$ cat src/rtl/host_bus_pkg.sv
// shared constants and types of the host access port
// assumes the port runs on the reference clock and that the
// register file behind it answers a read in one clock
package host_bus_pkg;

    // reference clock period and timing figures in reference periods
    localparam int CLK_PERIOD_NS    = 10;
    localparam int WAIT_MAX_TCLK    = 4;
    localparam int SEL_GAP_TCLK     = 4;
    localparam int RESET_HOLD_TCLK  = 8;
    // cycle counts derived from the figures (port clock is the reference)
    localparam int WAIT_CYC         = (WAIT_MAX_TCLK * CLK_PERIOD_NS) / CLK_PERIOD_NS;
    localparam int SEL_GAP_CYC      = (SEL_GAP_TCLK * CLK_PERIOD_NS + CLK_PERIOD_NS - 1)
                                      / CLK_PERIOD_NS;
    // cycles after reset release before straps are trusted
    localparam logic [1:0] STRAP_SETTLE = 2'h2;

    // data bus width and reset values
    localparam int          DATA_W     = 16;
    localparam logic [15:0] DATA_RESET = 16'h0000;

    // bus style selected at reset
    typedef enum logic [2:0] {
        MODE_ACK    = 3'h0,
        MODE_STB_A  = 3'h1,
        MODE_STB_B  = 3'h2,
        MODE_BYTE   = 3'h3,
        MODE_SERIAL = 3'h4
    } bus_mode_t;

    // parallel access sequence
    typedef enum logic [1:0] {
        ST_IDLE = 2'h0,
        ST_WAIT = 2'h1,
        ST_HOLD = 2'h2
    } acc_state_t;

endpackage : host_bus_pkg

$ cat src/rtl/host_bus_interface_select.sv
// host access port: bus style select, strobe buses with wait request,
// acknowledge bus and serial link, all in front of a register file
// assumes every pin is asynchronous to clk_i and the register file
// returns read data in the same clock that reg_rd_o is high
//
// Notes on behaviour
// RULE_01 - straps high/low select the 16-bit style with separate read and write strobes.
// RULE_02 - both straps high select the 8-bit strobe style with byte-wide accesses.
// RULE_03 - read and write strobes both low at reset select the serial link.
// RULE_04 - in strobe styles wait request goes low on the falling edge of chip select.
// RULE_05 - wait request stays low at most four reference periods, then goes high.
// RULE_06 - read data is driven right after wait request is released.
// RULE_07 - after a wait the host counts its write strobe width from wait release.
// RULE_08 - the serial clock runs no faster than the reference clock over 1.5.
// RULE_09 - the select line stays high at least four reference periods between frames.
// RULE_10 - both straps low select the 16-bit style with direction, strobe and acknowledge.
// RULE_11 - straps low/high select a second 16-bit strobe style with wait request.
// RULE_12 - reset is held low for more than eight reference clocks.
`timescale 1ns/1ps

module host_bus_interface_select
    import host_bus_pkg::*;
#(
    parameter int ADDR_W = 5
) (
    // clock and reset
    input  wire logic              clk_i,
    input  wire logic              rst_b_i,
    // straps and parallel bus pins
    input  wire logic              bus_style_strap_hi_i,
    input  wire logic              bus_style_strap_lo_i,
    input  wire logic              cs_n_i,
    input  wire logic              rd_n_i,
    input  wire logic              wr_n_i,
    input  wire logic              access_strobe_n_i,
    input  wire logic              rw_i,
    input  wire logic [ADDR_W-1:0] addr_i,
    input  wire logic [DATA_W-1:0] data_i,
    output logic      [DATA_W-1:0] data_o,
    output logic                   data_oe_b_o,
    output logic                   wait_request_n_o,
    output logic                   ack_n_o,
    // serial link pins
    input  wire logic              sck_i,
    input  wire logic              sel_n_i,
    input  wire logic              sdi_i,
    output logic                   sdo_o,
    output logic                   sdo_oe_b_o,
    // register file side
    output logic                   reg_rd_o,
    output logic                   reg_wr_o,
    output logic      [ADDR_W-1:0] reg_addr_o,
    output logic      [DATA_W-1:0] reg_wdata_o,
    input  wire logic [DATA_W-1:0] reg_rdata_i,
    // selected style
    output bus_mode_t              mode_o,
    output logic                   mode_valid_o
);

    // ************************************************************
    // pin synchronisers
    // ************************************************************
    localparam int PIN_W  = 10 + ADDR_W + DATA_W;
    localparam int FRAME  = 1 + ADDR_W + DATA_W;
    localparam int CNT_W  = $clog2(FRAME + 1);

    logic [PIN_W-1:0] meta_q;
    logic [PIN_W-1:0] sync_q;
    logic [PIN_W-1:0] pins_w;

    assign pins_w    = {cs_n_i, rd_n_i, wr_n_i, access_strobe_n_i, rw_i, bus_style_strap_hi_i,
                        bus_style_strap_lo_i, sck_i, sel_n_i, sdi_i, addr_i, data_i};

    // two flops on every pin
    always_ff @(posedge clk_i or negedge rst_b_i) begin
        if (!rst_b_i) begin
            meta_q <= {4'hF, 4'h0, 1'b1, {(PIN_W - 9){1'b0}}}; // strobes and select idle high
            sync_q <= {4'hF, 4'h0, 1'b1, {(PIN_W - 9){1'b0}}};
        end else begin
            meta_q <= pins_w;
            sync_q <= meta_q;
        end
    end

    logic              cs_s, rd_s, wr_s, stb_s, rw_s, hi_s, lo_s, sck_s, sel_s, sdi_s;
    logic [ADDR_W-1:0] addr_s;
    logic [DATA_W-1:0] data_s;
    assign {cs_s, rd_s, wr_s, stb_s, rw_s, hi_s, lo_s, sck_s, sel_s, sdi_s, addr_s, data_s}
        = sync_q;

    // ************************************************************
    // bus style capture after reset release
    // ************************************************************
    logic [1:0] settle_q;
    bus_mode_t  mode_q;
    logic       mode_valid_q;
    bus_mode_t  strap_mode_w;

    assign strap_mode_w = (!rd_s && !wr_s)   ? MODE_SERIAL :   // see RULE_03
                          ( hi_s &&  lo_s)   ? MODE_BYTE   :   // see RULE_02
                          ( hi_s && !lo_s)   ? MODE_STB_B  :   // see RULE_01
                          (!hi_s &&  lo_s)   ? MODE_STB_A  :   // see RULE_11
                                               MODE_ACK;       // see RULE_10

    // straps are caught once the synchronisers hold real pin levels
    always_ff @(posedge clk_i or negedge rst_b_i) begin
        if (!rst_b_i) begin
            settle_q     <= 2'h0;
            mode_q       <= MODE_ACK;
            mode_valid_q <= 1'b0;
        end else if (!mode_valid_q) begin
            settle_q     <= settle_q + 2'h1;
            mode_valid_q <= (settle_q == STRAP_SETTLE);
            mode_q       <= strap_mode_w;
        end
    end

    // ************************************************************
    // edge detection and decode
    // ************************************************************
    logic cs_d1_q, wr_d1_q, stb_d1_q, sck_d1_q, sel_d1_q;

    always_ff @(posedge clk_i or negedge rst_b_i) begin
        if (!rst_b_i) begin
            {cs_d1_q, wr_d1_q, stb_d1_q, sck_d1_q, sel_d1_q} <= 5'h1D; // idle pin levels
        end else begin
            {cs_d1_q, wr_d1_q, stb_d1_q, sck_d1_q, sel_d1_q} <= {cs_s, wr_s, stb_s, sck_s, sel_s};
        end
    end

    logic strobe_mode_w, ack_mode_w, ser_mode_w;
    logic cs_fall_w, wr_rise_w, stb_fall_w, stb_rise_w, sck_rise_w, sck_fall_w, sel_rise_w;
    logic start_w, reading_w, release_w;

    assign strobe_mode_w = mode_valid_q && (mode_q != MODE_ACK) && (mode_q != MODE_SERIAL);
    assign ack_mode_w    = mode_valid_q && (mode_q == MODE_ACK);
    assign ser_mode_w    = mode_valid_q && (mode_q == MODE_SERIAL);
    assign cs_fall_w     = cs_d1_q && !cs_s;
    assign wr_rise_w     = !wr_d1_q && wr_s;
    assign stb_fall_w    = stb_d1_q && !stb_s && !cs_s;
    assign stb_rise_w    = !stb_d1_q && stb_s;
    assign sck_rise_w    = !sck_d1_q && sck_s;
    assign sck_fall_w    = sck_d1_q && !sck_s;
    assign sel_rise_w    = !sel_d1_q && sel_s;
    assign start_w       = (strobe_mode_w && cs_fall_w) || (ack_mode_w && stb_fall_w);
    assign reading_w     = ack_mode_w ? rw_s : !rd_s;

    // ************************************************************
    // parallel access sequence
    // ************************************************************
    acc_state_t state_q;
    logic [2:0] wait_cnt_q;
    logic       rd_issued_q;

    // wait request is released on the last of its four cycles
    assign release_w = (state_q == ST_WAIT) && (wait_cnt_q == 3'(WAIT_CYC - 1)); // see RULE_05

    always_ff @(posedge clk_i or negedge rst_b_i) begin
        if (!rst_b_i) begin
            state_q     <= ST_IDLE;
            wait_cnt_q  <= 3'h0;
            rd_issued_q <= 1'b0;
        end else begin
            case (state_q)
                ST_IDLE: begin
                    wait_cnt_q  <= 3'h0;
                    rd_issued_q <= 1'b0;
                    if (start_w) begin
                        state_q <= ST_WAIT;
                    end
                end
                ST_WAIT: begin
                    wait_cnt_q  <= wait_cnt_q + 3'h1;
                    rd_issued_q <= rd_issued_q || reading_w;
                    if (release_w) begin
                        state_q <= ST_HOLD;
                    end
                end
                ST_HOLD: begin
                    if ((ack_mode_w && stb_rise_w) || (!ack_mode_w && cs_s)) begin
                        state_q <= ST_IDLE;
                    end
                end
                default: begin
                    state_q <= ST_IDLE;
                end
            endcase
        end
    end

    // wait request and acknowledge
    always_ff @(posedge clk_i or negedge rst_b_i) begin
        if (!rst_b_i) begin
            wait_request_n_o <= 1'b1;
            ack_n_o          <= 1'b1;
        end else begin
            wait_request_n_o <= !(strobe_mode_w && ((state_q == ST_IDLE && start_w)
                                || (state_q == ST_WAIT && !release_w))); // see RULE_04
            ack_n_o          <= !(ack_mode_w && (release_w
                                || (state_q == ST_HOLD && !stb_rise_w))); // see RULE_10
        end
    end

    // ************************************************************
    // serial link
    // ************************************************************
    logic [CNT_W-1:0]  bit_cnt_q;
    logic [FRAME-1:0]  shift_q;
    logic [DATA_W-1:0] sout_q;
    logic [SEL_GAP_CYC-1:0] gap_q;
    logic              ser_rd_w, ser_wr_w, ser_load_q, gap_ok_q;

    // the read request goes out once direction and address are in
    assign ser_rd_w = ser_mode_w && !sel_s && sck_rise_w && (bit_cnt_q == CNT_W'(ADDR_W))
                      && shift_q[ADDR_W-1];
    // a write completes on the select rise after a whole frame
    assign ser_wr_w = ser_mode_w && sel_rise_w && (bit_cnt_q == CNT_W'(FRAME))
                      && !shift_q[FRAME-1];

    always_ff @(posedge clk_i or negedge rst_b_i) begin
        if (!rst_b_i) begin
            bit_cnt_q  <= '0;
            shift_q    <= '0;
            sout_q     <= DATA_RESET;
            ser_load_q <= 1'b0;
            gap_q      <= '0;
            gap_ok_q   <= 1'b0;
            sdo_o      <= 1'b0;
            sdo_oe_b_o <= 1'b1;
        end else begin
            ser_load_q <= ser_rd_w;
            gap_q      <= {gap_q[SEL_GAP_CYC-2:0], sel_s};
            sdo_oe_b_o <= !(ser_mode_w && !sel_s);
            // a frame counts only if select stayed high for the whole gap before it
            if (sel_s) begin // see RULE_09
                bit_cnt_q <= '0;
                gap_ok_q  <= &gap_q;
            end else if (gap_ok_q && sck_rise_w && bit_cnt_q != CNT_W'(FRAME)) begin // see RULE_08
                shift_q   <= {shift_q[FRAME-2:0], sdi_s};
                bit_cnt_q <= bit_cnt_q + CNT_W'(1);
            end
            if (ser_load_q) begin
                sout_q <= reg_rdata_i;
            end else if (sck_fall_w && !sel_s && bit_cnt_q > CNT_W'(ADDR_W + 1)) begin
                sout_q <= {sout_q[DATA_W-2:0], 1'b0};
            end
            sdo_o <= sout_q[DATA_W-1];
        end
    end

    // ************************************************************
    // register file requests and parallel data drive
    // ************************************************************
    logic par_rd_w, par_wr_w, rd_load_q;
    logic [DATA_W-1:0] wdata_w;

    assign par_rd_w = (state_q == ST_WAIT) && !rd_issued_q && reading_w;
    // in strobe styles the write is taken at the strobe rise, after wait release
    assign par_wr_w = (state_q == ST_HOLD) && (ack_mode_w ? (stb_rise_w && !rw_s)
                                                          : wr_rise_w); // see RULE_07
    assign wdata_w  = (mode_q == MODE_BYTE) ? {8'h00, data_s[7:0]} : data_s; // see RULE_02

    always_ff @(posedge clk_i or negedge rst_b_i) begin
        if (!rst_b_i) begin
            reg_rd_o    <= 1'b0;
            reg_wr_o    <= 1'b0;
            reg_addr_o  <= '0;
            reg_wdata_o <= DATA_RESET;
            rd_load_q   <= 1'b0;
            data_o      <= DATA_RESET;
            data_oe_b_o <= 1'b1;
        end else begin
            reg_rd_o  <= par_rd_w || ser_rd_w;
            reg_wr_o  <= par_wr_w || ser_wr_w;
            rd_load_q <= par_rd_w;
            // a serial read goes out with the last address bit still on the input
            if (ser_wr_w) begin
                reg_addr_o <= shift_q[FRAME-2 -: ADDR_W];
            end else if (ser_rd_w) begin
                reg_addr_o <= {shift_q[ADDR_W-2:0], sdi_s};
            end else if (par_rd_w || par_wr_w) begin
                reg_addr_o <= addr_s;
            end
            if (ser_wr_w) begin
                reg_wdata_o <= shift_q[DATA_W-1:0];
            end else if (par_wr_w) begin
                reg_wdata_o <= wdata_w;
            end
            if (rd_load_q) begin
                data_o <= (mode_q == MODE_BYTE) ? {8'h00, reg_rdata_i[7:0]} : reg_rdata_i;
            end
            // data leaves the bus with the read strobe, appears at wait release
            data_oe_b_o <= !(reading_w && (release_w
                           || (state_q == ST_HOLD && !cs_s && !stb_rise_w))); // see RULE_06
        end
    end

    assign mode_o       = mode_q;
    assign mode_valid_o = mode_valid_q;
endmodule : host_bus_interface_select

$ cat config.mk
export PLATFORM = sky130hd
export DESIGN_NAME = host_bus_interface_select
export DESIGN_NICKNAME = d
export VERILOG_FILES = /design/src/rtl/host_bus_pkg.sv /design/src/rtl/host_bus_interface_select.sv
export SDC_FILE = /design/constraint.sdc
export NUM_CORES = 1
export LEC_CHECK = 0
export BUFFER_PORTS_ARGS = -buffer_cell sky130_fd_sc_hd__clkbuf_2
export CAP_MARGIN = 5
export CORE_MARGIN = 2
export CORE_UTILIZATION = 40
export DETAILED_ROUTE_END_ITERATION = 10
export PLACE_DENSITY_LB_ADDON = 0.05
export SYNTH_ARGS = -nofsm -noshare
export SYNTH_HDL_FRONTEND = slang
export SYNTH_SLANG_ARGS = --single-unit
$ cat constraint.sdc
create_clock -name clk_i -period 2.1 [get_ports clk_i]
set_input_delay 0 -clock clk_i [delete_from_list [all_inputs] [get_ports clk_i]]
set_output_delay 0 -clock clk_i [all_outputs]
set_load 0.03 [all_outputs]
Word-level counts from Yosys, hierarchy flattened
Cells that the tools add are included.
W data, S select, Z words.

storage, ports and cells
  logic and storage cells = 158
  output and inout port bits = 48
  flip-flop bits (word level) = 173
  input port bits = 49

operators by class
  bitwise logic cells = 1
  magnitude comparators = 1
  reductions and logical operators = 86
  muxes and demuxes = 24
  $add $sub $neg = 3
  equality and inequality tests = 13

operator list
  kind                   count
  $mux W16               6
  $logic_and A1 B1 Y1    44
  $mux W5                5
  $logic_not A1 Y1       22
  $mux W2                5
  $logic_or A1 B1 Y1     9
  $reduce_bool A2 Y1     4
  $eq A3 B2 Y1 const B   2
  $ne A2 B2 Y1 const B   3
  $pmux W2 S3            1
  $pmux W3 S2            1
  $reduce_bool A3 Y1     2
  $add A5 B1 Y5 const B  1
  $eq A5 B3 Y1 const B   1
  $eq A5 B5 Y1 const B   1
  $gt A5 B3 Y1 const B   1
  $ne A5 B5 Y1 const B   1
  $eq A2 B2 Y1 const B   2
  $mux W1                4
  $reduce_and A4 Y1      1
  $add A3 B1 Y3 const B  1
  $eq A3 B3 Y1 const B   1
  $logic_not A3 Y1       1
  $mux W3                1
  8 further kinds        8

Longest topological paths before layout
  depth after elaboration = 9
  mapped depth = 9
  gate-level depth less buffers = 7

Worst setup path after synthesis
No wires, ideal clock.

  path kind = flip-flop to flip-flop
  start point = register mode_q[1] (netlist: mode_o[1])
  end point = register reg_addr_o[0]
  data required time = 1.975 ns
  buffers on the path = 1
  period minus slack after synthesis = 2.434 ns
  data arrival time = 2.309 ns
  library setup time = 0.125 ns
  cell stages (with the launch flop) = 7
  path slack = -0.334 ns
  path through = dfrtp_1 -> buf_2 -> nor4b_4 -> mux2_2 -> a211oi_4 -> mux2_1 -> mux2_4

on the way
  elaborated cells on any way between the ends = 19
  classes of those cells = eq/ne (1); mux (4); reduce/logical (14)

RTL lines
  item                          RTL line                          source
  from (decl)                   host_bus_interface_select.sv:95   bus_mode_t mode_q;
  from (signal assigned)        host_bus_interface_select.sv:114  mode_q <= strap_mode_w;
  $logic_not A3 Y1              host_bus_interface_select.sv:136  assign ack_mode_w = mode_valid_q && (mode_q == MODE_ACK);
  $logic_and A1 B1 Y1           host_bus_interface_select.sv:136
  $mux W1                       host_bus_interface_select.sv:146  assign reading_w = ack_mode_w ? rw_s : !rd_s;
  $logic_and A1 B1 Y1           host_bus_interface_select.sv:257  assign par_rd_w = (state_q == ST_WAIT) && !rd_issued_q && reading_w;
  net par_rd_w                  host_bus_interface_select.sv:254  logic par_rd_w, par_wr_w, rd_load_q;
  $logic_or A1 B1 Y1            host_bus_interface_select.sv:281  end else if (par_rd_w || par_wr_w) begin
  $reduce_bool A3 Y1 (no line)  n/a
  to (signal assigned)          host_bus_interface_select.sv:278  reg_addr_o <= shift_q[FRAME-2 -: ADDR_W];
  to (signal assigned)          host_bus_interface_select.sv:280  reg_addr_o <= {shift_q[ADDR_W-2:0], sdi_s};
  to (signal assigned)          host_bus_interface_select.sv:282  reg_addr_o <= addr_s;
  to (decl)                     host_bus_interface_select.sv:52   output logic [ADDR_W-1:0] reg_addr_o,

The timed path passes the listed nets, and every way through them passes these cells.
A chain may end at the register's enable or synchronous reset.

Final worst setup path
  start point = register mode_q[1] (netlist: mode_o[1])
  end point = register reg_addr_o[3]

Same word-level chain as after synthesis.

==> flow_summary.rst <==
.. list-table::
   :header-rows: 1

   * - Metric
     - Value
   * - Register-to-register setup slack
     - -90 ps
   * - Die Footprint
     - 17000 um^2
   * - Number of inserted filler cells in the final layout
     - 1363
   * - Mapped Nets
     - 522
   * - Share of the synthesized area in compound gates (AO/OA/AOI/OAI)
     - 5.61%
   * - Sum of negative setup slack
     - -424 ps
   * - Setup CP Type
     - flip-flop to flip-flop
   * - Sequential area share after synthesis
     - 68.0%
   * - Final Instance Area
     - 8490 um^2
   * - Count of input and output buffers
     - 96
   * - CP Data Required Time
     - 2400 ps
   * - Warning count from the yosys run
     - 0
   * - Number of core rows
     - 46
   * - Initial antenna violation count
     - 0
   * - Endpoint kind of the worst setup timing path
     - flip-flop
   * - Library cell used as clock root buffer
     - sky130_fd_sc_hd__clkbuf_16
   * - Power Dens Cells
     - 1100 nW/um^2
   * - Overall routed net length
     - 12200 um
   * - First-pass GRT wire length
     - 19900 um
   * - Path category of the worst min-delay check
     - input pin to asynchronous set/reset pin
   * - Worst setup slack after layout
     - -92.0 ps
   * - Chip Width
     - 131 um
   * - Main area contributors after synthesis
     - sky130_fd_sc_hd__dfrtp_1 (61%), sky130_fd_sc_hd__dfstp_2 (7.4%), sky130_fd_sc_hd__mux2_2 (6.3%)
   * - Overall track demand over capacity in global routing
     - 15.3%
   * - Post-Syn Area per Cell
     - 13.7 um^2
   * - Final setup violation count
     - 5
   * - Area growth from synthesis to final layout
     - 32.6%
   * - Maximum number of pins on one net before global-route repair
     - 69
   * - Average vias per placed instance
     - 4.60
   * - Clock insertion delay at the later pin of the skew report
     - 420 ps
   * - Die H
     - 131 um
   * - Ratio of cells with drive above 1 in the final layout
     - 36.7%
   * - Share of the synthesized netlist area taken by xor and xnor gates
     - 0.684%
   * - Slew at the pin closest to its max-slew limit
     - 545 ps
   * - Share of the clock period used by the worst path after layout
     - 104%
   * - Max-slew headroom at the worst pin
     - 63.7%
   * - Number of flops mapped to enable cells by yosys
     - 0
   * - Maximum capacitance violations
     - 0
   * - Detailed-routing iteration count for the pre-antenna-repair pass
     - 5
   * - Net total in the final layout
     - 695
   * - Most frequently used cell type in the post-synthesis netlist
     - sky130_fd_sc_hd__dfrtp_1
   * - Critical path startpoint category
     - flip-flop
   * - Hold slack
     - 124 ps
   * - Clock-pin slew of the registers on the worst-case setup and hold paths
     - 60 ps
   * - Predominant post-synthesis flop cell
     - sky130_fd_sc_hd__dfrtp_1
   * - Synth cell count leaders
     - sky130_fd_sc_hd__dfrtp_1 (155), sky130_fd_sc_hd__mux2_2 (36), sky130_fd_sc_hd__o21ai_0 (34), sky130_fd_sc_hd__nand2_1 (31), sky130_fd_sc_hd__nor2_1 (26)
   * - Total power after layout
     - 9340 uW
   * - Vias after detailed routing
     - 3991
   * - Clock H-tree levels
     - 4
   * - Total core area
     - 15800 um^2
   * - Area share of fa/ha/maj cells after synthesis
     - 1.17%
   * - Share of async-settable or async-resettable flops after synthesis
     - 100%
   * - Sum of overflow across all layers after global routing
     - 0
   * - Post-Place Cell Area
     - 7350 um^2
   * - Worst Reg2Reg Path Length in Cells
     - 6
   * - End of the worst register-to-register path
     - reg_addr_o[3]$_DFFE_PN0P_
   * - Cts bufs inserted
     - 17
   * - Initial Utilization
     - 40.6%
   * - Violations in the final reports
     - setup timing
   * - Place WS
     - -98.9 ps
   * - Half-perimeter wire length of the detailed placement result
     - 7940 um
   * - Largest family of logic cells by synthesized area
     - multiplexers
   * - Result of the run
     - complete, but fails checks
   * - Mux share of post-synthesis cell area
     - 12.3%
   * - Area share of the largest cell type after synthesis
     - 60.6%
   * - Final number of hold-violating endpoints
     - 0
   * - Count of antenna diodes in the layout
     - 0
   * - Post-synthesis register bit count
     - 173
   * - Residual DRC
     - 0
   * - Worst vdd ir
     - 0.614 mV
   * - Critical R2R Launch
     - mode_o[1]$_DFFE_PN0N_
   * - Antenna-violating nets left
     - 0
   * - Number of library cell types mapped by synthesis
     - 44
   * - Unrepaired setup endpoints after global routing
     - true
   * - Netlist area before placement
     - 6400 um^2
   * - Clock Sinks
     - 173
   * - Cell taking the most area after synthesis
     - sky130_fd_sc_hd__dfrtp_1
   * - DRC violation total after the first TritonRoute iteration
     - 186
   * - Last weighted congestion value of the routability-driven placer
     - 0.774
   * - Final count of pins violating max slew
     - 0
   * - Vias in the first global route
     - 4070
   * - Minimum clock period after layout
     - 2190 ps
   * - Final clock skew
     - 6.84 ps
   * - Maximum fanout encountered on the critical timing path
     - 4
   * - FMAX
     - 0.456 GHz
   * - Simple logic cell fraction of the synthesized area
     - 9.75%
   * - Leakage component of the power
     - 0.00393 uW
   * - Top-level I/O count
     - 97
   * - Data arrival time of the critical path
     - 2490 ps
   * - Synthesized netlist cell count
     - 467
   * - Maximum clock path buffer count
     - 2
   * - Average wire length per cell after detail routing
     - 14.1 um
   * - Clock tree from TritonCTS
     - built
[worst max-delay path by stage]
stage	startpoint	end	slack [ps]	cells after the start
2_1_floorplan	mode_o[0]$_DFFE_PN0N_	reg_addr_o[0]$_DFFE_PN0P_	-280	6
3_3_place_gp	mode_o[2]$_DFFE_PN0N_	reg_addr_o[0]$_DFFE_PN0P_	-50	5
3_5_place_dp	mode_o[2]$_DFFE_PN0N_	reg_addr_o[2]$_DFFE_PN0P_	-100	6
4_1_cts	bit_cnt_q[1]$_DFFE_PN0P_	reg_addr_o[2]$_DFFE_PN0P_	-80	10
5_1_grt	mode_o[1]$_DFFE_PN0N_	reg_addr_o[4]$_DFFE_PN0P_	-130	6
6_report	mode_o[1]$_DFFE_PN0N_	reg_addr_o[3]$_DFFE_PN0P_	-90	6
[sequential cells by signal, indices dropped and copies added (netlist names), 3 cells and up]
register / flops
reg_wdata_o: 16
gap_q: 4
reg_addr_o: 5
mode_o: 3
data_o: 16
bit_cnt_q: 5
sync_q: 31
shift_q: 22
sout_q: 16
meta_q: 31
wait_cnt_q: 3
[final cells by class]
type	instances	area [um^2]	area share, %
clock buffer	20	467	5.50
inverter	14	52.6	0.619
tap	216	270	3.18
timing repair buffer	177	1300	15.3
multi-input combinational	257	1950	22.9
sequential	173	4360	51.3
clock inverter	11	93.8	1.11
[metrics by stage]
stage | instances | utilization [%]
2_1_floorplan | 467 | -
3_3_place_gp | 785 | 46.6
3_5_place_dp | 785 | 46.6
4_1_cts | 868 | 53.8
5_1_grt | 868 | 53.8
6_report | 868 | 53.8
[where the power goes]
group / switching, uW / internal, uW / total [uW]
combinational: 1370 / 902 / 2270
clock: 1230 / 1710 / 2940
sequential: 277 / 3850 / 4130
total: 2870 / 6460 / 9340
[logic make-up (layout without fill, tap and decap cells)]
| kind of cell | after synthesis | after routing |
|---|---|---|
| AO/OA/AOI/OAI | 61 | 61 |
| XOR/XNOR | 5 | 5 |
| adder cells (fa/ha/maj) | 6 | 6 |
| buffers and inverters | 37 | 222 |
| flip-flops | 173 | 173 |
| multiplexers | 71 | 71 |
| AND/OR/NAND/NOR | 114 | 114 |
[worst max-delay path, stage by stage, from the launching register on]
cell	delay, ps
sky130_fd_sc_hd__dfrtp_2	440
sky130_fd_sc_hd__nor4b_4	320
sky130_fd_sc_hd__mux2_4	350
sky130_fd_sc_hd__a211oi_4	250
sky130_fd_sc_hd__buf_6	160
sky130_fd_sc_hd__mux2_4	300
sky130_fd_sc_hd__mux2_4	250
[what timing repair did]
item / in CTS / in global routing
hold buffers: 48 / 0
endpoints found under the setup margin: 13 / 23
setup buffers: 4 / 0
pin swaps: 2 / 5
endpoints found under the hold margin: 121 / 0
gates resized for setup: 14 / 2
[cells in the final DEF, fill, tap and decap left out, types with 18 or more instances in the layout]
cell / netlist / final
sky130_fd_sc_hd__o21ai_0: 34 / 34
sky130_fd_sc_hd__buf_4: 0 / 24
sky130_fd_sc_hd__nand2_1: 31 / 31
sky130_fd_sc_hd__dfstp_2: 18 / 18
sky130_fd_sc_hd__dlygate4sd3_1: 0 / 48
sky130_fd_sc_hd__mux2_2: 36 / 30
sky130_fd_sc_hd__nor2_1: 26 / 25
sky130_fd_sc_hd__clkbuf_2: 0 / 95
sky130_fd_sc_hd__mux2i_1: 25 / 24
sky130_fd_sc_hd__dfrtp_1: 155 / 152
[layer usage]
layer / up-vias / routed length [um] / GRT usage, %
met3: 11 / 403 / 3.58
met2: 73 / 5820 / 23.8
met5: - / 0 / 0
li1: 1943 / - / -
met4: 0 / 156 / 5.82
met1: 1964 / 5820 / 21.0
No activity file was read; power rests on OpenSTA's default activity.
